<file path="src/i2c_slave_pkg.sv">
/*
 * Shared constants for the two-wire slave block: register offsets,
 * field positions, reset values, link states and build options.
 * Assumes a 32-bit APB master and a 100 MHz system clock.
 */
// What this block does
// - data and clock pins are open-drain, pulled up outside; no select line
// - slave only: slave-transmit and slave-receive; the external master owns the bus
// - build option picks serial or segment pins; unselected means enable ignored
// - build option debounces incoming bus lines by none, one or two clocks
// - build option lets the interface keep running without internal clock gating
// - all data bytes pass through the one shared data register; the address byte does not
// - idle-run bit 4 of clock mode register keeps or stops work in Idle
// - enable low floats both lines and frees pins for segments
// - mode bits pattern 110 selects two-wire slave operation
// - transmit: ninth-clock acknowledge clears receive-ack flag; high stops sending
// - eighth bit after address is captured into slave read/write flag
// - receive: transmit-ack bit is driven on the ninth clock
// - direction bit high means transmit, low means receive
// - bus-busy flag set on START, cleared on STOP
// - address-match flag high on match, low otherwise
// - transfer-complete flag zero while shifting, high after byte, raises interrupt
// - slave address sits in bits 7 to 1; bit 0 unused
// - address received MSB first; match sets flag and raises interrupt
// - START is data falling while clock stays high
// - on match, data driven low during the ninth bit
// - after receive-mode match, a dummy data read releases the held clock
// - bytes are eight bits, MSB first, both directions
`default_nettype none
package i2c_slave_pkg;
   // ===================================================
   // register offsets (byte addresses)
   localparam logic [7:0] OFF_MODCTL = 8'h00;
   localparam logic [7:0] OFF_STAT = 8'h04;
   localparam logic [7:0] OFF_ADDR = 8'h08;
   localparam logic [7:0] OFF_DATA = 8'h0c;
   localparam logic [7:0] OFF_CLOCK_MODE_REGISTER = 8'h10;
   // ===================================================
   // field positions
   localparam int EN_BIT = 1;
   localparam int MODE_LSB = 5;
   localparam logic [2:0] MODE_TWO_WIRE = 3'h6;
   localparam int IDLE_RUN_BIT = 4;
   localparam int ST_DONE = 7;
   localparam int ST_MATCH = 6;
   localparam int ST_BUSY = 5;
   localparam int ST_DIR = 4;
   localparam int ST_TRANSMIT_ACK_BIT = 3;
   localparam int ST_SRW = 2;
   localparam int ST_RECEIVE_ACK_FLAG = 0;
   // ===================================================
   // reset values and counts
   localparam logic [7:0] RST_REG = 8'h00;
   localparam logic [3:0] BYTE_BITS = 4'h8;
   localparam logic [3:0] ACK_SLOT = 4'h9;
   localparam int DEBOUNCE_NONE = 0;
   localparam int DEBOUNCE_ONE = 1;
   localparam int DEBOUNCE_TWO = 2;
   // ===================================================
   // link states
   typedef enum logic [8:0] {
      S_IDLE = 9'h001,
      S_ADDR = 9'h002,
      S_AACK = 9'h004,
      S_HOLD = 9'h008,
      S_TX = 9'h010,
      S_TXACK = 9'h020,
      S_RX = 9'h040,
      S_RXACK = 9'h080,
      S_SKIP = 9'h100
   } link_state_e;
endpackage
`default_nettype wire

</file>
<file path="src/line_filter.sv">
/*
 * Two-flop synchroniser plus debounce for one incoming bus line.
 * Assumes the line is asynchronous to clk_in and idles high.
 */
`default_nettype none
module line_filter #(
   parameter int DEBOUNCE = 0
) (
   // clock and reset
   input wire logic clk_in,
   input wire logic reset_n_in,
   // line
   input wire logic line_in,
   output logic line_out
);
   typedef struct packed {
      logic s1;
      logic s2;
      logic q;
      logic [1:0] cnt;
   } filt_s;
   localparam logic [1:0] LIMIT = 2'(DEBOUNCE);
   filt_s r;
   filt_s next_r;

   // ===================================================
   // new level accepted only after it stayed put LIMIT clocks
   always_comb begin
      next_r = r;
      next_r.s1 = line_in;
      next_r.s2 = r.s1;
      if (r.s2 == r.q) begin
         next_r.cnt = 2'h0;
      end else if (r.cnt == LIMIT) begin
         next_r.q = r.s2;
         next_r.cnt = 2'h0;
      end else begin
         next_r.cnt = r.cnt + 2'h1;
      end
   end

   // lines idle high behind pull-ups
   always_ff @(posedge clk_in or negedge reset_n_in) begin
      if (!reset_n_in) begin
         r <= '{1'b1, 1'b1, 1'b1, 2'h0};
      end else begin
         r <= next_r;
      end
   end

   assign line_out = r.q;
endmodule
`default_nettype wire

</file>
<file path="src/bus_events.sv">
/*
 * Finds clock edges and START/STOP conditions on filtered lines.
 * Assumes both inputs are already synchronised to clk_in.
 */
`default_nettype none
module bus_events (
   // clock and reset
   input wire logic clk_in,
   input wire logic reset_n_in,
   // filtered lines
   input wire logic scl_in,
   input wire logic sda_in,
   // one-cycle events
   output logic start_out,
   output logic stop_out,
   output logic rise_out,
   output logic fall_out
);
   typedef struct packed {
      logic scl;
      logic sda;
   } prev_s;
   prev_s r;
   prev_s next_r;

   // ===================================================
   always_comb begin
      next_r.scl = scl_in;
      next_r.sda = sda_in;
   end

   always_ff @(posedge clk_in or negedge reset_n_in) begin
      if (!reset_n_in) begin
         r <= '{1'b1, 1'b1};
      end else begin
         r <= next_r;
      end
   end

   // data moving while clock stays high marks framing
   assign start_out = scl_in & r.scl & r.sda & ~sda_in;
   assign stop_out = scl_in & r.scl & ~r.sda & sda_in;
   assign rise_out = scl_in & ~r.scl;
   assign fall_out = ~scl_in & r.scl;
endmodule
`default_nettype wire

</file>
<file path="src/i2c_slave_interface.sv">
/*
 * Two-wire slave interface with APB register access: START/STOP
 * detection, address match, byte shifting, acknowledge and clock
 * stretching. Assumes an APB master on CLK_SYS_IN and an external
 * bus master with pull-ups on both lines.
 */
// The register addresses and the APB slave port were chosen for this implementation.
`default_nettype none
module i2c_slave_interface #(
   parameter bit SERIAL_FUNC_SEL = 1'b1,
   parameter bit CLOCKLESS_RUN = 1'b0,
   parameter int DEBOUNCE = i2c_slave_pkg::DEBOUNCE_NONE
) (
   // clock and reset
   input wire logic CLK_SYS_IN,
   input wire logic RESET_N_IN,
   // apb slave
   input wire logic PSEL_IN,
   input wire logic PENABLE_IN,
   input wire logic PWRITE_IN,
   input wire logic [7:0] PADDR_IN,
   input wire logic [31:0] PWDATA_IN,
   output logic [31:0] PRDATA_OUT,
   output logic PREADY_OUT,
   output logic PSLVERR_OUT,
   // power manager
   input wire logic IDLE_MODE_IN,
   // two-wire pins, open drain
   input wire logic SCL_IN,
   output logic SCL_OUT,
   output logic SCL_OE_OUT,
   input wire logic SDA_IN,
   output logic SDA_OUT,
   output logic SDA_OE_OUT,
   // system side
   output logic SEG_SEL_OUT,
   output logic IRQ_OUT
);
   localparam logic [2:0] SEL_MODCTL = 3'h0;
   localparam logic [2:0] SEL_STAT = 3'h1;
   localparam logic [2:0] SEL_ADDR = 3'h2;
   localparam logic [2:0] SEL_DATA = 3'h3;
   localparam logic [2:0] SEL_CLOCK_MODE_REGISTER = 3'h4;
   localparam logic [2:0] SEL_NONE = 3'h7;

   typedef struct packed {
      i2c_slave_pkg::link_state_e st;
      logic [3:0] cnt;
      logic [7:0] sh;
      logic [7:0] data;
      logic [7:0] addr;
      logic [7:0] ctl;
      logic [7:0] clock_mode_register;
      logic dir;
      logic transmit_ack_bit;
      logic slave_read_write_flag;
      logic receive_ack_flag;
      logic busy;
      logic match;
      logic done;
      logic sda_oe;
      logic scl_oe;
      logic low;
      logic segment_pin;
      logic irq;
      logic [31:0] prdata;
      logic pready;
      logic pslverr;
   } top_s;

   top_s r;
   top_s next_r;
   logic [1:0] raw;
   logic [1:0] filt;
   logic scl_f;
   logic sda_f;
   logic ev_start;
   logic ev_stop;
   logic ev_rise;
   logic ev_fall;
   logic en;
   logic run;
   logic step;
   logic acc;
   logic wr;
   logic rd;
   logic touch;
   logic [2:0] sel;
   logic [7:0] wd;
   logic [7:0] rmux;
   logic [7:0] got;
   logic hit;

   // ===================================================
   // address decode, shared by read mux and write path
   function automatic logic [2:0] reg_sel(input logic [7:0] a);
      case (a)
         i2c_slave_pkg::OFF_MODCTL: reg_sel = SEL_MODCTL;
         i2c_slave_pkg::OFF_STAT: reg_sel = SEL_STAT;
         i2c_slave_pkg::OFF_ADDR: reg_sel = SEL_ADDR;
         i2c_slave_pkg::OFF_DATA: reg_sel = SEL_DATA;
         i2c_slave_pkg::OFF_CLOCK_MODE_REGISTER: reg_sel = SEL_CLOCK_MODE_REGISTER;
         default: reg_sel = SEL_NONE;
      endcase
   endfunction

   // ===================================================
   // line conditioning, one filter per line
   assign raw = {SDA_IN, SCL_IN};
   genvar gi;
   generate
      for (gi = 0; gi < 2; gi++) begin : g_line
         line_filter #(.DEBOUNCE(DEBOUNCE)) u_filt (
            .clk_in(CLK_SYS_IN),
            .reset_n_in(RESET_N_IN),
            .line_in(raw[gi]),
            .line_out(filt[gi])
         );
      end
   endgenerate
   assign scl_f = filt[0];
   assign sda_f = filt[1];

   bus_events u_events (
      .clk_in(CLK_SYS_IN),
      .reset_n_in(RESET_N_IN),
      .scl_in(scl_f),
      .sda_in(sda_f),
      .start_out(ev_start),
      .stop_out(ev_stop),
      .rise_out(ev_rise),
      .fall_out(ev_fall)
   );

   // ===================================================
   // enables: build option, enable bit, mode bits, idle gating
   assign en = SERIAL_FUNC_SEL & r.ctl[i2c_slave_pkg::EN_BIT]
      & (r.ctl[7:i2c_slave_pkg::MODE_LSB]
      == i2c_slave_pkg::MODE_TWO_WIRE);
   assign run = CLOCKLESS_RUN | ~IDLE_MODE_IN
      | r.clock_mode_register[i2c_slave_pkg::IDLE_RUN_BIT];
   assign step = en & run & ~ev_start & ~ev_stop;

   // apb strobes; one wait state before pready
   assign acc = PSEL_IN & PENABLE_IN;
   assign sel = reg_sel(PADDR_IN);
   assign wr = acc & r.pready & PWRITE_IN;
   assign rd = acc & r.pready & ~PWRITE_IN;
   assign touch = (wr | rd) & (sel == SEL_DATA);
   assign wd = PWDATA_IN[7:0];
   assign got = {r.sh[6:0], sda_f};
   assign hit = (got[7:1] == r.addr[7:1]);

   // read mux; status bit 1 and unmapped offsets read zero, other unused bits read back as written
   always_comb begin
      case (sel)
         SEL_MODCTL: rmux = r.ctl;
         SEL_STAT: rmux = {r.done, r.match, r.busy, r.dir,
            r.transmit_ack_bit, r.slave_read_write_flag, 1'b0, r.receive_ack_flag};
         SEL_ADDR: rmux = r.addr;
         SEL_DATA: rmux = r.data;
         SEL_CLOCK_MODE_REGISTER: rmux = r.clock_mode_register;
         default: rmux = 8'h00;
      endcase
   end

   // ===================================================
   // register and link next state
   always_comb begin
      next_r = r;
      next_r.irq = 1'b0;
      next_r.low = 1'b0;
      next_r.pready = acc & ~r.pready;
      next_r.pslverr = acc & ~r.pready & (sel == SEL_NONE);
      if (acc & ~r.pready) begin
         next_r.prdata = {24'h000000, rmux};
      end
      if (wr) begin
         case (sel)
            SEL_MODCTL: next_r.ctl = wd;
            SEL_STAT: begin
               next_r.dir = wd[i2c_slave_pkg::ST_DIR];
               next_r.transmit_ack_bit = wd[i2c_slave_pkg::ST_TRANSMIT_ACK_BIT];
            end
            SEL_ADDR: next_r.addr = wd;
            SEL_DATA: begin
               // shifter owns the byte while sending
               if (r.st != i2c_slave_pkg::S_TX) begin
                  next_r.data = wd;
               end
            end
            SEL_CLOCK_MODE_REGISTER: next_r.clock_mode_register = wd;
            default: next_r.ctl = r.ctl;
         endcase
      end
      next_r.segment_pin = ~(SERIAL_FUNC_SEL & r.ctl[i2c_slave_pkg::EN_BIT]);
      if (!en) begin
         // disabled: float both lines, forget the frame
         next_r.st = i2c_slave_pkg::S_IDLE;
         next_r.sda_oe = 1'b0;
         next_r.scl_oe = 1'b0;
         next_r.busy = 1'b0;
         next_r.match = 1'b0;
         next_r.cnt = 4'h0;
      end else if (!run) begin
         // stopped in Idle: the link holds; APB register access still goes on
         next_r.st = r.st;
      end else if (ev_start) begin
         next_r.busy = 1'b1;
         next_r.match = 1'b0;
         next_r.st = i2c_slave_pkg::S_ADDR;
         next_r.cnt = 4'h0;
         next_r.sda_oe = 1'b0;
         next_r.scl_oe = 1'b0;
      end else if (ev_stop) begin
         next_r.busy = 1'b0;
         next_r.st = i2c_slave_pkg::S_IDLE;
         next_r.sda_oe = 1'b0;
         next_r.scl_oe = 1'b0;
      end else begin
         case (r.st)
            i2c_slave_pkg::S_IDLE: next_r.st = r.st;
            i2c_slave_pkg::S_ADDR: begin
               if (ev_rise) begin
                  // address MSB first, then the read/write bit
                  next_r.sh = got;
                  next_r.cnt = r.cnt + 4'h1;
                  if (r.cnt == i2c_slave_pkg::BYTE_BITS - 4'h1) begin
                     next_r.cnt = 4'h0;
                     if (hit) begin
                        next_r.slave_read_write_flag = sda_f;
                        next_r.match = 1'b1;
                        next_r.irq = 1'b1;
                        next_r.st = i2c_slave_pkg::S_AACK;
                     end else begin
                        next_r.match = 1'b0;
                        next_r.st = i2c_slave_pkg::S_SKIP;
                     end
                  end
               end
            end
            i2c_slave_pkg::S_AACK: begin
               // first fall: pull data low; second: stretch clock
               if (ev_fall) begin
                  if (!r.sda_oe) begin
                     next_r.sda_oe = 1'b1;
                  end else begin
                     next_r.sda_oe = 1'b0;
                     next_r.scl_oe = 1'b1;
                     next_r.st = i2c_slave_pkg::S_HOLD;
                  end
               end
            end
            i2c_slave_pkg::S_HOLD: begin
               // any data register access lets the clock go
               if (touch) begin
                  next_r.scl_oe = 1'b0;
                  next_r.match = 1'b0;
                  next_r.done = 1'b0;
                  next_r.cnt = 4'h0;
                  if (r.dir) begin
                     next_r.sh = wr ? wd : r.data;
                     next_r.sda_oe = wr ? ~wd[7] : ~r.data[7];
                     next_r.st = i2c_slave_pkg::S_TX;
                  end else begin
                     next_r.st = i2c_slave_pkg::S_RX;
                  end
               end
            end
            i2c_slave_pkg::S_TX: begin
               if (ev_rise) begin
                  next_r.cnt = r.cnt + 4'h1;
               end
               if (ev_fall) begin
                  if (r.cnt == i2c_slave_pkg::BYTE_BITS) begin
                     next_r.sda_oe = 1'b0;
                     next_r.st = i2c_slave_pkg::S_TXACK;
                  end else begin
                     next_r.sh = {r.sh[6:0], 1'b0};
                     next_r.sda_oe = ~r.sh[6];
                  end
               end
            end
            i2c_slave_pkg::S_TXACK: begin
               if (ev_rise) begin
                  next_r.receive_ack_flag = sda_f;
                  next_r.done = 1'b1;
                  next_r.irq = 1'b1;
                  next_r.cnt = i2c_slave_pkg::ACK_SLOT;
                  if (sda_f) begin
                     // no acknowledge: stop sending, await STOP
                     next_r.st = i2c_slave_pkg::S_SKIP;
                  end
               end
               if (ev_fall && r.cnt == i2c_slave_pkg::ACK_SLOT) begin
                  next_r.scl_oe = 1'b1;
                  next_r.st = i2c_slave_pkg::S_HOLD;
               end
            end
            i2c_slave_pkg::S_RX: begin
               if (ev_rise) begin
                  next_r.sh = got;
                  next_r.cnt = r.cnt + 4'h1;
                  if (r.cnt == i2c_slave_pkg::BYTE_BITS - 4'h1) begin
                     next_r.data = got;
                     next_r.done = 1'b1;
                     next_r.irq = 1'b1;
                  end
               end
               if (ev_fall && r.cnt == i2c_slave_pkg::BYTE_BITS) begin
                  next_r.sda_oe = ~r.transmit_ack_bit;
                  next_r.st = i2c_slave_pkg::S_RXACK;
               end
            end
            i2c_slave_pkg::S_RXACK: begin
               if (ev_fall) begin
                  next_r.sda_oe = 1'b0;
                  if (r.transmit_ack_bit) begin
                     next_r.st = i2c_slave_pkg::S_SKIP;
                  end else begin
                     next_r.scl_oe = 1'b1;
                     next_r.st = i2c_slave_pkg::S_HOLD;
                  end
               end
            end
            i2c_slave_pkg::S_SKIP: next_r.st = r.st;
            default: next_r.st = i2c_slave_pkg::S_IDLE;
         endcase
      end
   end

   // ===================================================
   // state register
   always_ff @(posedge CLK_SYS_IN or negedge RESET_N_IN) begin
      if (!RESET_N_IN) begin
         r <= '0;
         r.st <= i2c_slave_pkg::S_IDLE;
         r.ctl <= i2c_slave_pkg::RST_REG;
         r.addr <= i2c_slave_pkg::RST_REG;
         r.clock_mode_register <= i2c_slave_pkg::RST_REG;
         r.data <= i2c_slave_pkg::RST_REG;
         r.segment_pin <= 1'b1;
      end else begin
         r <= next_r;
      end
   end

   // outputs straight from the state register
   assign PRDATA_OUT = r.prdata;
   assign PREADY_OUT = r.pready;
   assign PSLVERR_OUT = r.pslverr;
   assign SDA_OUT = r.low;
   assign SCL_OUT = r.low;
   assign SDA_OE_OUT = r.sda_oe;
   assign SCL_OE_OUT = r.scl_oe;
   assign SEG_SEL_OUT = r.segment_pin;
   assign IRQ_OUT = r.irq;
endmodule
`default_nettype wire

</file>
<file path="config.mk">
export PLATFORM = sky130hd
export DESIGN_NAME = i2c_slave_interface
export DESIGN_NICKNAME = d
export VERILOG_FILES = /design/src/i2c_slave_pkg.sv /design/src/line_filter.sv /design/src/bus_events.sv /design/src/i2c_slave_interface.sv
export SDC_FILE = /design/constraint.sdc
export NUM_CORES = 1
export LEC_CHECK = 0
export BUFFER_PORTS_ARGS = -buffer_cell sky130_fd_sc_hd__buf_2
export CAP_MARGIN = 5
export CORE_UTILIZATION = 55
export CTS_CLUSTER_DIAMETER = 30
export DETAILED_ROUTE_END_ITERATION = 12
export PLACE_DENSITY = 0.79
export SYNTH_ARGS = -nofsm -noshare
export SYNTH_HDL_FRONTEND = slang
export SYNTH_SLANG_ARGS = --single-unit
</file>
<file path="constraint.sdc">
create_clock -name CLK_SYS_IN -period 3.54 [get_ports CLK_SYS_IN]
set_clock_uncertainty 0.1 [all_clocks]
set_input_delay 0.531 -clock CLK_SYS_IN [delete_from_list [all_inputs] [get_ports CLK_SYS_IN]]
set_output_delay 0.531 -clock CLK_SYS_IN [all_outputs]
set_load 0.02 [all_outputs]
</file>
======== After elaboration in Yosys (flattened, before gate mapping) ========
Index checks and enable logic that the tools add are counted.
W data, S select, Z words.
cells by class
  add/sub/neg operators ................... 3
  multiply operators ...................... 0
  divide/modulo/power cells ............... 0
  order comparisons ....................... 0
  equal/unequal tests ..................... 64
  shift-type cells ........................ 0
  muxes and demuxes ....................... 108
  bitwise operators ....................... 33
  reductions and logical operators ........ 25
operators by type and width
  operator              number
  $mux W21              12
  $mux W20              8
  $mux W13              9
  $mux W9               12
  $mux W8               12
  $pmux W9 S8           1
  $ne A5 B5 Y1 const B  12
  $pmux W8 S5           1
  $mux W34              1
  $pmux W8 S4           1
  $reduce_and A8 Y1     4
  $ne A6 B6 Y1 const B  5
  $ne A4 B4 Y1 const B  7
  $mux W1               26
  $mux W2               13
  $pmux W4 S5           1
  $eq A8 B4 Y1 const B  2
  $mux W16              1
  $not A1 Y1            16
  $and A1 B1 Y1         15
  $pmux W3 S5           1
  $reduce_and A2 Y1     7
  $reduce_and A13 Y1    1
  $ne A2 B2 Y1 const B  6
  other kinds (46)      59
storage, ports and cells
  flip-flop bits (word level) ............. 86
  latch bits .............................. 0
  RAM bits ................................ 0
  ROM bits ................................ 0
  input bits .............................. 48
  output and inout bits ................... 40
  word-level logic and storage cells ...... 264
  memories ................................ 0

======== Longest topological paths before layout ========
Gate-level depths: netlist of run 1.
  depth in word-level cells ............... 17
  gate-level depth with buffers ........... 10
  gate-level depth less buffers ........... 8

======== By module ========
Synthesis of run 1 repeated with hierarchy kept, for this count alone.
unflattened totals
  cells, all modules ...................... 492
  area total of the unflattened synthesis .. 4928.5 µm²
by module, submodules not included
  module               times used  cells each  area each (µm²)  seq. area each (µm²)
  i2c_slave_interface  1           460         4453.0           1829.3
  line_filter          2           13          193.9            128.9
  bus_events           1           6           87.6             52.6

======== Worst setup path after synthesis of run 1 ========
Ideal clock, no wire load.
  path kind ............................... register to register
  from .................................... register r[92] (netlist bit)
  to ...................................... register r[96] (netlist bit)
  setup time .............................. 125 ps
  arrival time ............................ 2549 ps
  data required time ...................... 3315 ps
  setup slack ............................. 766 ps
  cell stages (with the launch flop) ...... 11
  buffers on the path ..................... 3
  period minus slack after synthesis ...... 2774 ps
  path through ............................ dfrtp_1 buf_6 or4_4 buf_6 or4_4 buf_6 o21ai_2 a21oi_2 nor4b_4 o21ai_4 mux2_4
between the ends
  word-level cells in the longest chain between the ends .. 7
  elaborated cells on any way between the ends .. 28
  classes of those cells .................. eq/ne (21); mux (5); reduce/logical (2)
RTL lines
  what                                                 line                        source
  start, declared                                      i2c_slave_interface.sv:71   top_s r;
  start signal, assigned                               i2c_slave_interface.sv:344  r <= next_r;
  $eq A9 B9 Y1 / $eq A9 B1 Y1 (equally long branches)  i2c_slave_interface.sv:221  case (r.st)
  $reduce_or A2 Y1 (no line)                           -
  $pmux W9 S8                                          i2c_slave_interface.sv:221
  $mux W9                                              i2c_slave_interface.sv:215  end else if (ev_stop) begin
  $mux W13                                             i2c_slave_interface.sv:208  end else if (ev_start) begin
  $mux W9                                              i2c_slave_interface.sv:205  end else if (!run) begin
  $mux W13                                             i2c_slave_interface.sv:197  if (!en) begin
Several ways; a longest one is shown, not always the timed one. The select of a mux whose other input is x is not followed.
A chain may end at the register's enable or synchronous reset.

======== Final worst setup path of run 1 ========
  from .................................... register r[92] (netlist bit)
  to ...................................... register r, in the netlist got[1]
between the ends
  word-level cells in the longest chain between the ends .. 3
  elaborated cells on any way between the ends .. 13
  classes of those cells .................. eq/ne (10); mux (1); reduce/logical (2)
RTL lines
  what                                            line
  $eq A9 B4 Y1 (tied with other cells)            i2c_slave_interface.sv:221
  $ne A6 B6 Y1 (no line) (tied with other cells)  -
  $reduce_and A11 Y1 (no line)                    -
Several ways; a longest one is shown, not always the timed one.

==> results of run 1 <==
-- cell type report --
cell class                      count  area [sq um]
Clock buffer                        9           124
Clock inverter                      7          73.8
Fill cell                         719          3410
Inverter                           13          48.8
Multi-Input combinational cell    368          2570
Sequential cell                    85          2140
Tap cell                          108           135
Timing Repair Buffer               48           270
-- flip-flops by register name, summed over array words and instances (netlist names) --
| signal | count |
|---|---|
| PREADY_OUT | 1 |
| u_events.r | 2 |
| g_line.u_filt.r | 6 |
| g_line.u_filt.next_r | 2 |
| SDA_OE_OUT | 1 |
| PRDATA_OUT | 8 |
| PSLVERR_OUT | 1 |
| SCL_OE_OUT | 1 |
| g_line.u_filt.line_out | 2 |
| SEG_SEL_OUT | 1 |
| IRQ_OUT | 1 |
| got | 7 |
| r | 52 |
-- kinds of logic (layout without fill, tap and decap cells) --
| group | count (synthesis) | in the layout | synth area share [%] |
|---|---|---|---|
| and+or+nand+nor | 164 | 164 | 17.9 |
| AOI/OAI and AO/OA | 90 | 90 | 11.5 |
| DFF | 85 | 85 | 42.7 |
| muxes | 65 | 65 | 15.3 |
| buffers and inverters | 65 | 77 | 7.99 |
| xor gates and xnor gates | 16 | 16 | 2.80 |
| adders and majority gates | 7 | 7 | 1.75 |
| other | 1 | 26 | 0.0748 |
-- final timing paths --
kind | end | from | depth (start not counted)
max | got[1]$_DFFE_PN0P_ | r[92]$_DFFE_PN0P_ | 7
min | SCL_OE_OUT$_DFFE_PN0P_ | RESET_N_IN | 1
max reg2reg | got[1]$_DFFE_PN0P_ | r[92]$_DFFE_PN0P_ | 7
min reg2reg | g_line[1].u_filt.r[3]$_DFF_PN1_ | g_line[1].u_filt.next_r[3]$_DFF_PN1_ | 0
max in group asynchronous | r[42]$_DFFE_PN0P_ | RESET_N_IN | 2
min in group CLK_SYS_IN | g_line[1].u_filt.next_r[3]$_DFF_PN1_ | SDA_IN | 1
-- per-stage QoR --
stage	utilization, %	instance area, sq um	worst slack, ns	power, uW
floorplan	-	5110	0.766	1090
global placement	58.9	5160	0.639	1120
finish	61.1	5360	0.568	1800
CTS	61.1	5360	0.619	1810
global route	61.1	5360	0.358	1850
detailed placement	58.9	5160	0.646	1120
-- placed cells by master, fill, tap and decap left out, types with 4 or more instances in the layout --
cell type and n:
and2_1 7, ha_1 7, nand4_1 4, a22o_1 5, mux4_2 5, nand4b_1 4, xnor2_1 11, xor2_1 5
a21oi_1 13, conb_1 26, dfrtp_1 75, nor2_1 32, o31ai_1 4, mux2_2 39, nor4_2 4, o21ai_0 40
a31oi_1 4, nor3_1 7, inv_1 13, dfstp_2 10, and3_1 6, buf_2 36, nand2_1 52, nand2b_1 6
nand3_1 11, nor2b_1 4, nor4_1 5, mux2i_1 20, buf_4 12, clkbuf_8 9
-- power by group through the flow --
stage	logic, uW	clock network (uW)	registers (uW)
final	109	696	990
after global routing	121	738	992
after CTS	109	705	990
after detailed placement	109	0	1010
after global placement	107	0	1010
after floorplan	78.0	0	1010
-- routing by layer --
metal	part of all wire (%)	vias to the layer above	GRT usage, %
met5	0	-	0
met4	2.0	0	9.62
met3	5.8	23	3.96
met2	46	170	39.0
met1	46	1872	37.8
li1	-	1781	-
-- critical path, stage by stage (launching register included) --
cell and delay (ns):
dfrtp_1 0.49, or4_4 0.64, or3_1 0.43, o31ai_1 0.52
o21ai_0 0.18, nand2_1 0.12, o21ai_0 0.09, mux2_2 0.27
==> out/metrics.yaml, run 1 <==
drt_iter0_drc: 343
hold_class: "in -> async"
drive_gt1_share_pct: 25.5
grt_first_pass_wirelength_um: 19100
postRouteAntennaNets: 0
hold_violations: 0
firstDrtPassIters: 5
worstPathRequired_ns: 3.69
syn-instance-count: 493
hold_buffers: 0
cap_violations: 0
nets: 580
synth_commonest_cells: "dfrtp_1 (75), nand2_1 (52), o21ai_0 (40)"
antennaDiodeCount: 0
worstSkewPairLatency_ns: 0.37
clkPwrFrac_pct: 38.8
seq_area_frac_synth_pct: 42.7
min_period_over_period_pct: 83.9
die-area_sq_mm: 0.00950
row_count: 34
synth-async-reset-ratio_pct: 100
synth_seq_cells: 85
crit_fanout: 9
swShare_pct: 28.3
vias: 3846
vdd.ir_drop.worst_mv: 0.278
period_minus_slack_ns: 2.97
initial_core_util_pct: 57.2
finalSetupViolations: 0
yosys.area.top_type: "dfrtp_1"
synth_top_area_share_pct: 37.4
path_clk_slew_ns: 0.10
die_h_um: 97.5
tightest_slew_ns: 0.768
die_w_um: 97.5
cts_sinks: 85
placedCellCount: 622
hpwl_um: 8520
antenna_found_initial: 0
slew_viol_final: 0
outcome: "finished clean"
fmax_mhz: 337
pin_count: 88
post_cts_buffers: 0
r2r_slack_ns: 0.57
drc: 0
endpoint_kind: "register"
yosys_warnings: 0
rsz0062_at_grt: "no"
synth.most_common_cell: "dfrtp_1"
p_switching_uw: 508
cts-buffers-inserted: 9
synthTopCellsByArea: "dfrtp_1 (37%), mux2_2 (8.8%), buf_4 (5.2%)"
tns_ns: 0
drt_wl_total_um: 11800
grt.total_usage_pct: 25.8
area_growth_pct: 6.89
grt_pass1_vias: 3642
start_kind: "register"
slew_headroom_pct: 48.8
synthFlopType: "dfrtp_1"
intPower_uw: 1290
cts-root-buf: "clkbuf_8"
worstPathArrival_ns: 3.12
holdWs_ns: 0.135
avgSynthCellArea_sq_um: 10.2
final_cells: 638
tritoncts: "built"
wl_per_cell_um: 18.4
cts_max_path_buffers: 2
synth_edf_count: 0
path_class: "reg -> reg"
comb_power_share_pct: 6.1
yosys.cell_types.count: 63
grt_max_degree: 63
grt_overflow: 0
netlist_area_sq_mm: 0.00501
p_leak_uw: 0.00249
cts_resized: 0
io_buffer_count: 37
seq_power_share_pct: 55.2
drt-vias-per-instance: 6.03
h-tree-depth: 3
powerDensity_mw_per_mm2: 335
gp_congestion: 0.970
core_area_sq_mm: 0.00876
Note: power is estimated with default switching activity, not from simulation.
==> run 2, diff against run 1 <==
--- a/config.mk
+++ b/config.mk
@@ -5,12 +5,13 @@
 export SDC_FILE = /design/constraint.sdc
 export NUM_CORES = 1
 export LEC_CHECK = 0
+export ABC_AREA = 1
 export BUFFER_PORTS_ARGS = -buffer_cell sky130_fd_sc_hd__buf_2
 export CAP_MARGIN = 5
 export CORE_UTILIZATION = 55
 export CTS_CLUSTER_DIAMETER = 30
 export DETAILED_ROUTE_END_ITERATION = 12
-export PLACE_DENSITY = 0.79
+export PLACE_DENSITY = 0.77
 export SYNTH_ARGS = -nofsm -noshare
 export SYNTH_HDL_FRONTEND = slang
 export SYNTH_SLANG_ARGS = --single-unit
==> constraint.sdc (replaced) <==
create_clock -name CLK_SYS_IN -period 3 [get_ports CLK_SYS_IN]
set_clock_uncertainty 0.1 [all_clocks]
set_input_delay 0.45 -clock CLK_SYS_IN [delete_from_list [all_inputs] [get_ports CLK_SYS_IN]]
set_output_delay 0.45 -clock CLK_SYS_IN [all_outputs]
set_load 0.02 [all_outputs]
==> run 2 against run 1 <==
Against the previous run:
- setup slack better by 0.043 ns
- sequential power grew 18%
- design area is 16% higher
- first-iteration DRC count is 8.2% higher
- synthesized cell count up 69%
- critical endpoint is now r[94]$_DFFE_PN0P_
==> out/metrics.yaml, run 2 <==
tightest_slew_ns: 1.01
cts_resized: 0
period_minus_slack_ns: 2.39
synth_seq_cells: 85
reg2reg_from: "r[98]$_DFFE_PN0P_"
outcome: "finished clean"
endpoint_kind: "register"
h-tree-depth: 3
cts-buffers-inserted: 9
drt_wl_total_um: 15000
cap_violations: 0
met1_length_um: 7060
postRouteAntennaNets: 0
synth_edf_count: 0
hold_class: "in -> reg"
pin_count: 88
synth.most_common_cell: "nand2_1"
drive_gt1_share_pct: 16.7
ff2ff_path_depth: 10
synth-async-reset-ratio_pct: 100
vias: 5366
cts_max_path_buffers: 2
synth_top_area_share_pct: 31.9
worstPathArrival_ns: 2.60
final_common_cell: "nand2_1"
synthTopCellsByArea: "dfrtp_1 (32%), nand2_1 (14%), nand3_1 (6.7%)"
synthFlopType: "dfrtp_1"
hold_violations: 0
cts-root-buf: "clkbuf_8"
reg2reg_to: "r[94]$_DFFE_PN0P_"
grt_first_pass_wirelength_um: 24800
multi_input_area_sq_mm: 0.00309
drt-vias-per-instance: 5.37
hold_depth: 1
die-area_sq_mm: 0.0111
yosys_warnings: 0
wl_met3_um: 1210
start_kind: "register"
drc: 0
tns_ns: 0
avgSynthCellArea_sq_um: 7.08
hpwl_um: 11300
wl_met2_um: 6460
fin_util_pct: 60.0
grt.total_usage_pct: 28.9
syn-instance-count: 831
top_layer: "met4"
area_growth_pct: 5.34
initial_core_util_pct: 57.0
netlist_area_sq_mm: 0.00588
vdd.ir_drop.worst_mv: 0.330
num-fill-cells: 1034
die_w_um: 105
slew_headroom_pct: 32.4
crit_fanout: 20
min_from: "SDA_IN"
yosys.cell_types.count: 38
cp-startpoint: "r[98]$_DFFE_PN0P_"
die_h_um: 105
drt_iter0_drc: 371
min_period_over_period_pct: 79.6
holdPathEnd: "g_line[1].u_filt.next_r[3]$_DFF_PN1_"
finalSetupViolations: 0
path_class: "reg -> reg"
final_cell_mix: "nand2_1 (218), nor2_1 (94), inv_1 (91), nand3_1 (79), dfrtp_1 (75)"
path_clk_slew_ns: 0.10
core_area_sq_mm: 0.0103
p_total_uw: 2110
largest_reg_flops: 52
cts_sinks: 85
tritoncts: "built"
hold_buffers: 0
synth_commonest_cells: "nand2_1 (218), nor2_1 (94), inv_1 (91)"
yosys.area.top_type: "dfrtp_1"
fmax_mhz: 419
p_leak_uw: 0.00307
r2r_slack_ns: 0.61
io_buffer_count: 37
slew_viol_final: 0
seq_area_sq_mm: 0.00214
grt_pass1_vias: 4839
grt_overflow: 0
grt_max_degree: 81
worstPathRequired_ns: 3.21
worstSkewPairLatency_ns: 0.37
antenna_found_initial: 0
firstDrtPassIters: 5
seq_area_frac_synth_pct: 36.4
top_register: "r"
rsz0062_at_grt: "no"
antennaDiodeCount: 0
row_count: 37
gp_congestion: 0.925
post_cts_buffers: 0
powerDensity_mw_per_mm2: 340
wl_per_cell_um: 15.0
nets: 914
-- run 2: worst max path at each step --
| stage | slack [ns] | endpoint | cells past startpoint |
|---|---|---|---|
| CTS | 0.65 | r[91]$_DFFE_PN0P_ | 10 |
| global route | 0.48 | r[96]$_DFFE_PN0P_ | 10 |
| finish | 0.61 | r[94]$_DFFE_PN0P_ | 10 |
| global placement | 0.60 | r[46]$_DFFE_PN0P_ | 8 |
| floorplan | 1.23 | r[86]$_DFFE_PN0P_ | 10 |
| detailed placement | 0.56 | r[53]$_DFFE_PN0P_ | 8 |
-- run 2: worst max-delay path, stage by stage (launching register included) --
cell     delay [ns]
dfrtp_1        0.49
inv_2          0.38
nand3_2        0.15
nor2_4         0.24
buf_4          0.22
nand2_2        0.13
nand2_1        0.11
nand2_1        0.09
nand4_2        0.26
nand2_1        0.09
nand2_1        0.07
-- run 2: logic make-up (layout without fill, tap and decap cells) --
group,Yosys count,in the layout,synth area share [%]
other cells,1,26,0.0638
fa+ha+maj,7,7,1.49
simple gates,483,483,39.4
flops,85,85,36.4
xor+xnor,12,12,1.79
compound gates,89,89,8.17
buf+inv,154,162,12.7
-- run 2: area by class of cell --
type                       count  area share [%]
clock buffer                  11            2.28
clock inverter                 5           0.687
inverter                     105            6.36
multi-input combinational    617            49.9
sequential                    85            34.5
tap                          136            2.75
timing repair buffer          41            3.51
-- run 2: per-stage QoR --
step           setup WS [ns]  hold slack (ns)  instance area, sq um  std cells
6_report               0.612           0.0807                  6200       1000
5_1_grt                0.479           0.0606                  6200       1000
4_1_cts                0.651           0.0691                  6200       1000
3_5_place_dp           0.565            0.252                  6010        984
3_3_place_gp           0.600            0.248                  6010        984
2_1_floorplan           1.23           0.0544                  5980        856
-- run 2: metal layers --
layer / track usage [%] / vias up
met5: 0 / -
met2: 41.9 / 222
met3: 6.12 / 29
met4: 9.66 / 0
met1: 42.6 / 2474
li1: - / 2641
-- run 2: power by group --
| group | internal [uW] | switching [uW] | total [uW] | leakage [uW] |
|---|---|---|---|---|
| sequential | 1160 | 7.34 | 1170 | 0.00107 |
| combinational | 29.1 | 111 | 140 | 0.00192 |
| clock | 333 | 469 | 802 | 0.0000841 |
| total | 1520 | 587 | 2110 | 0.00307 |
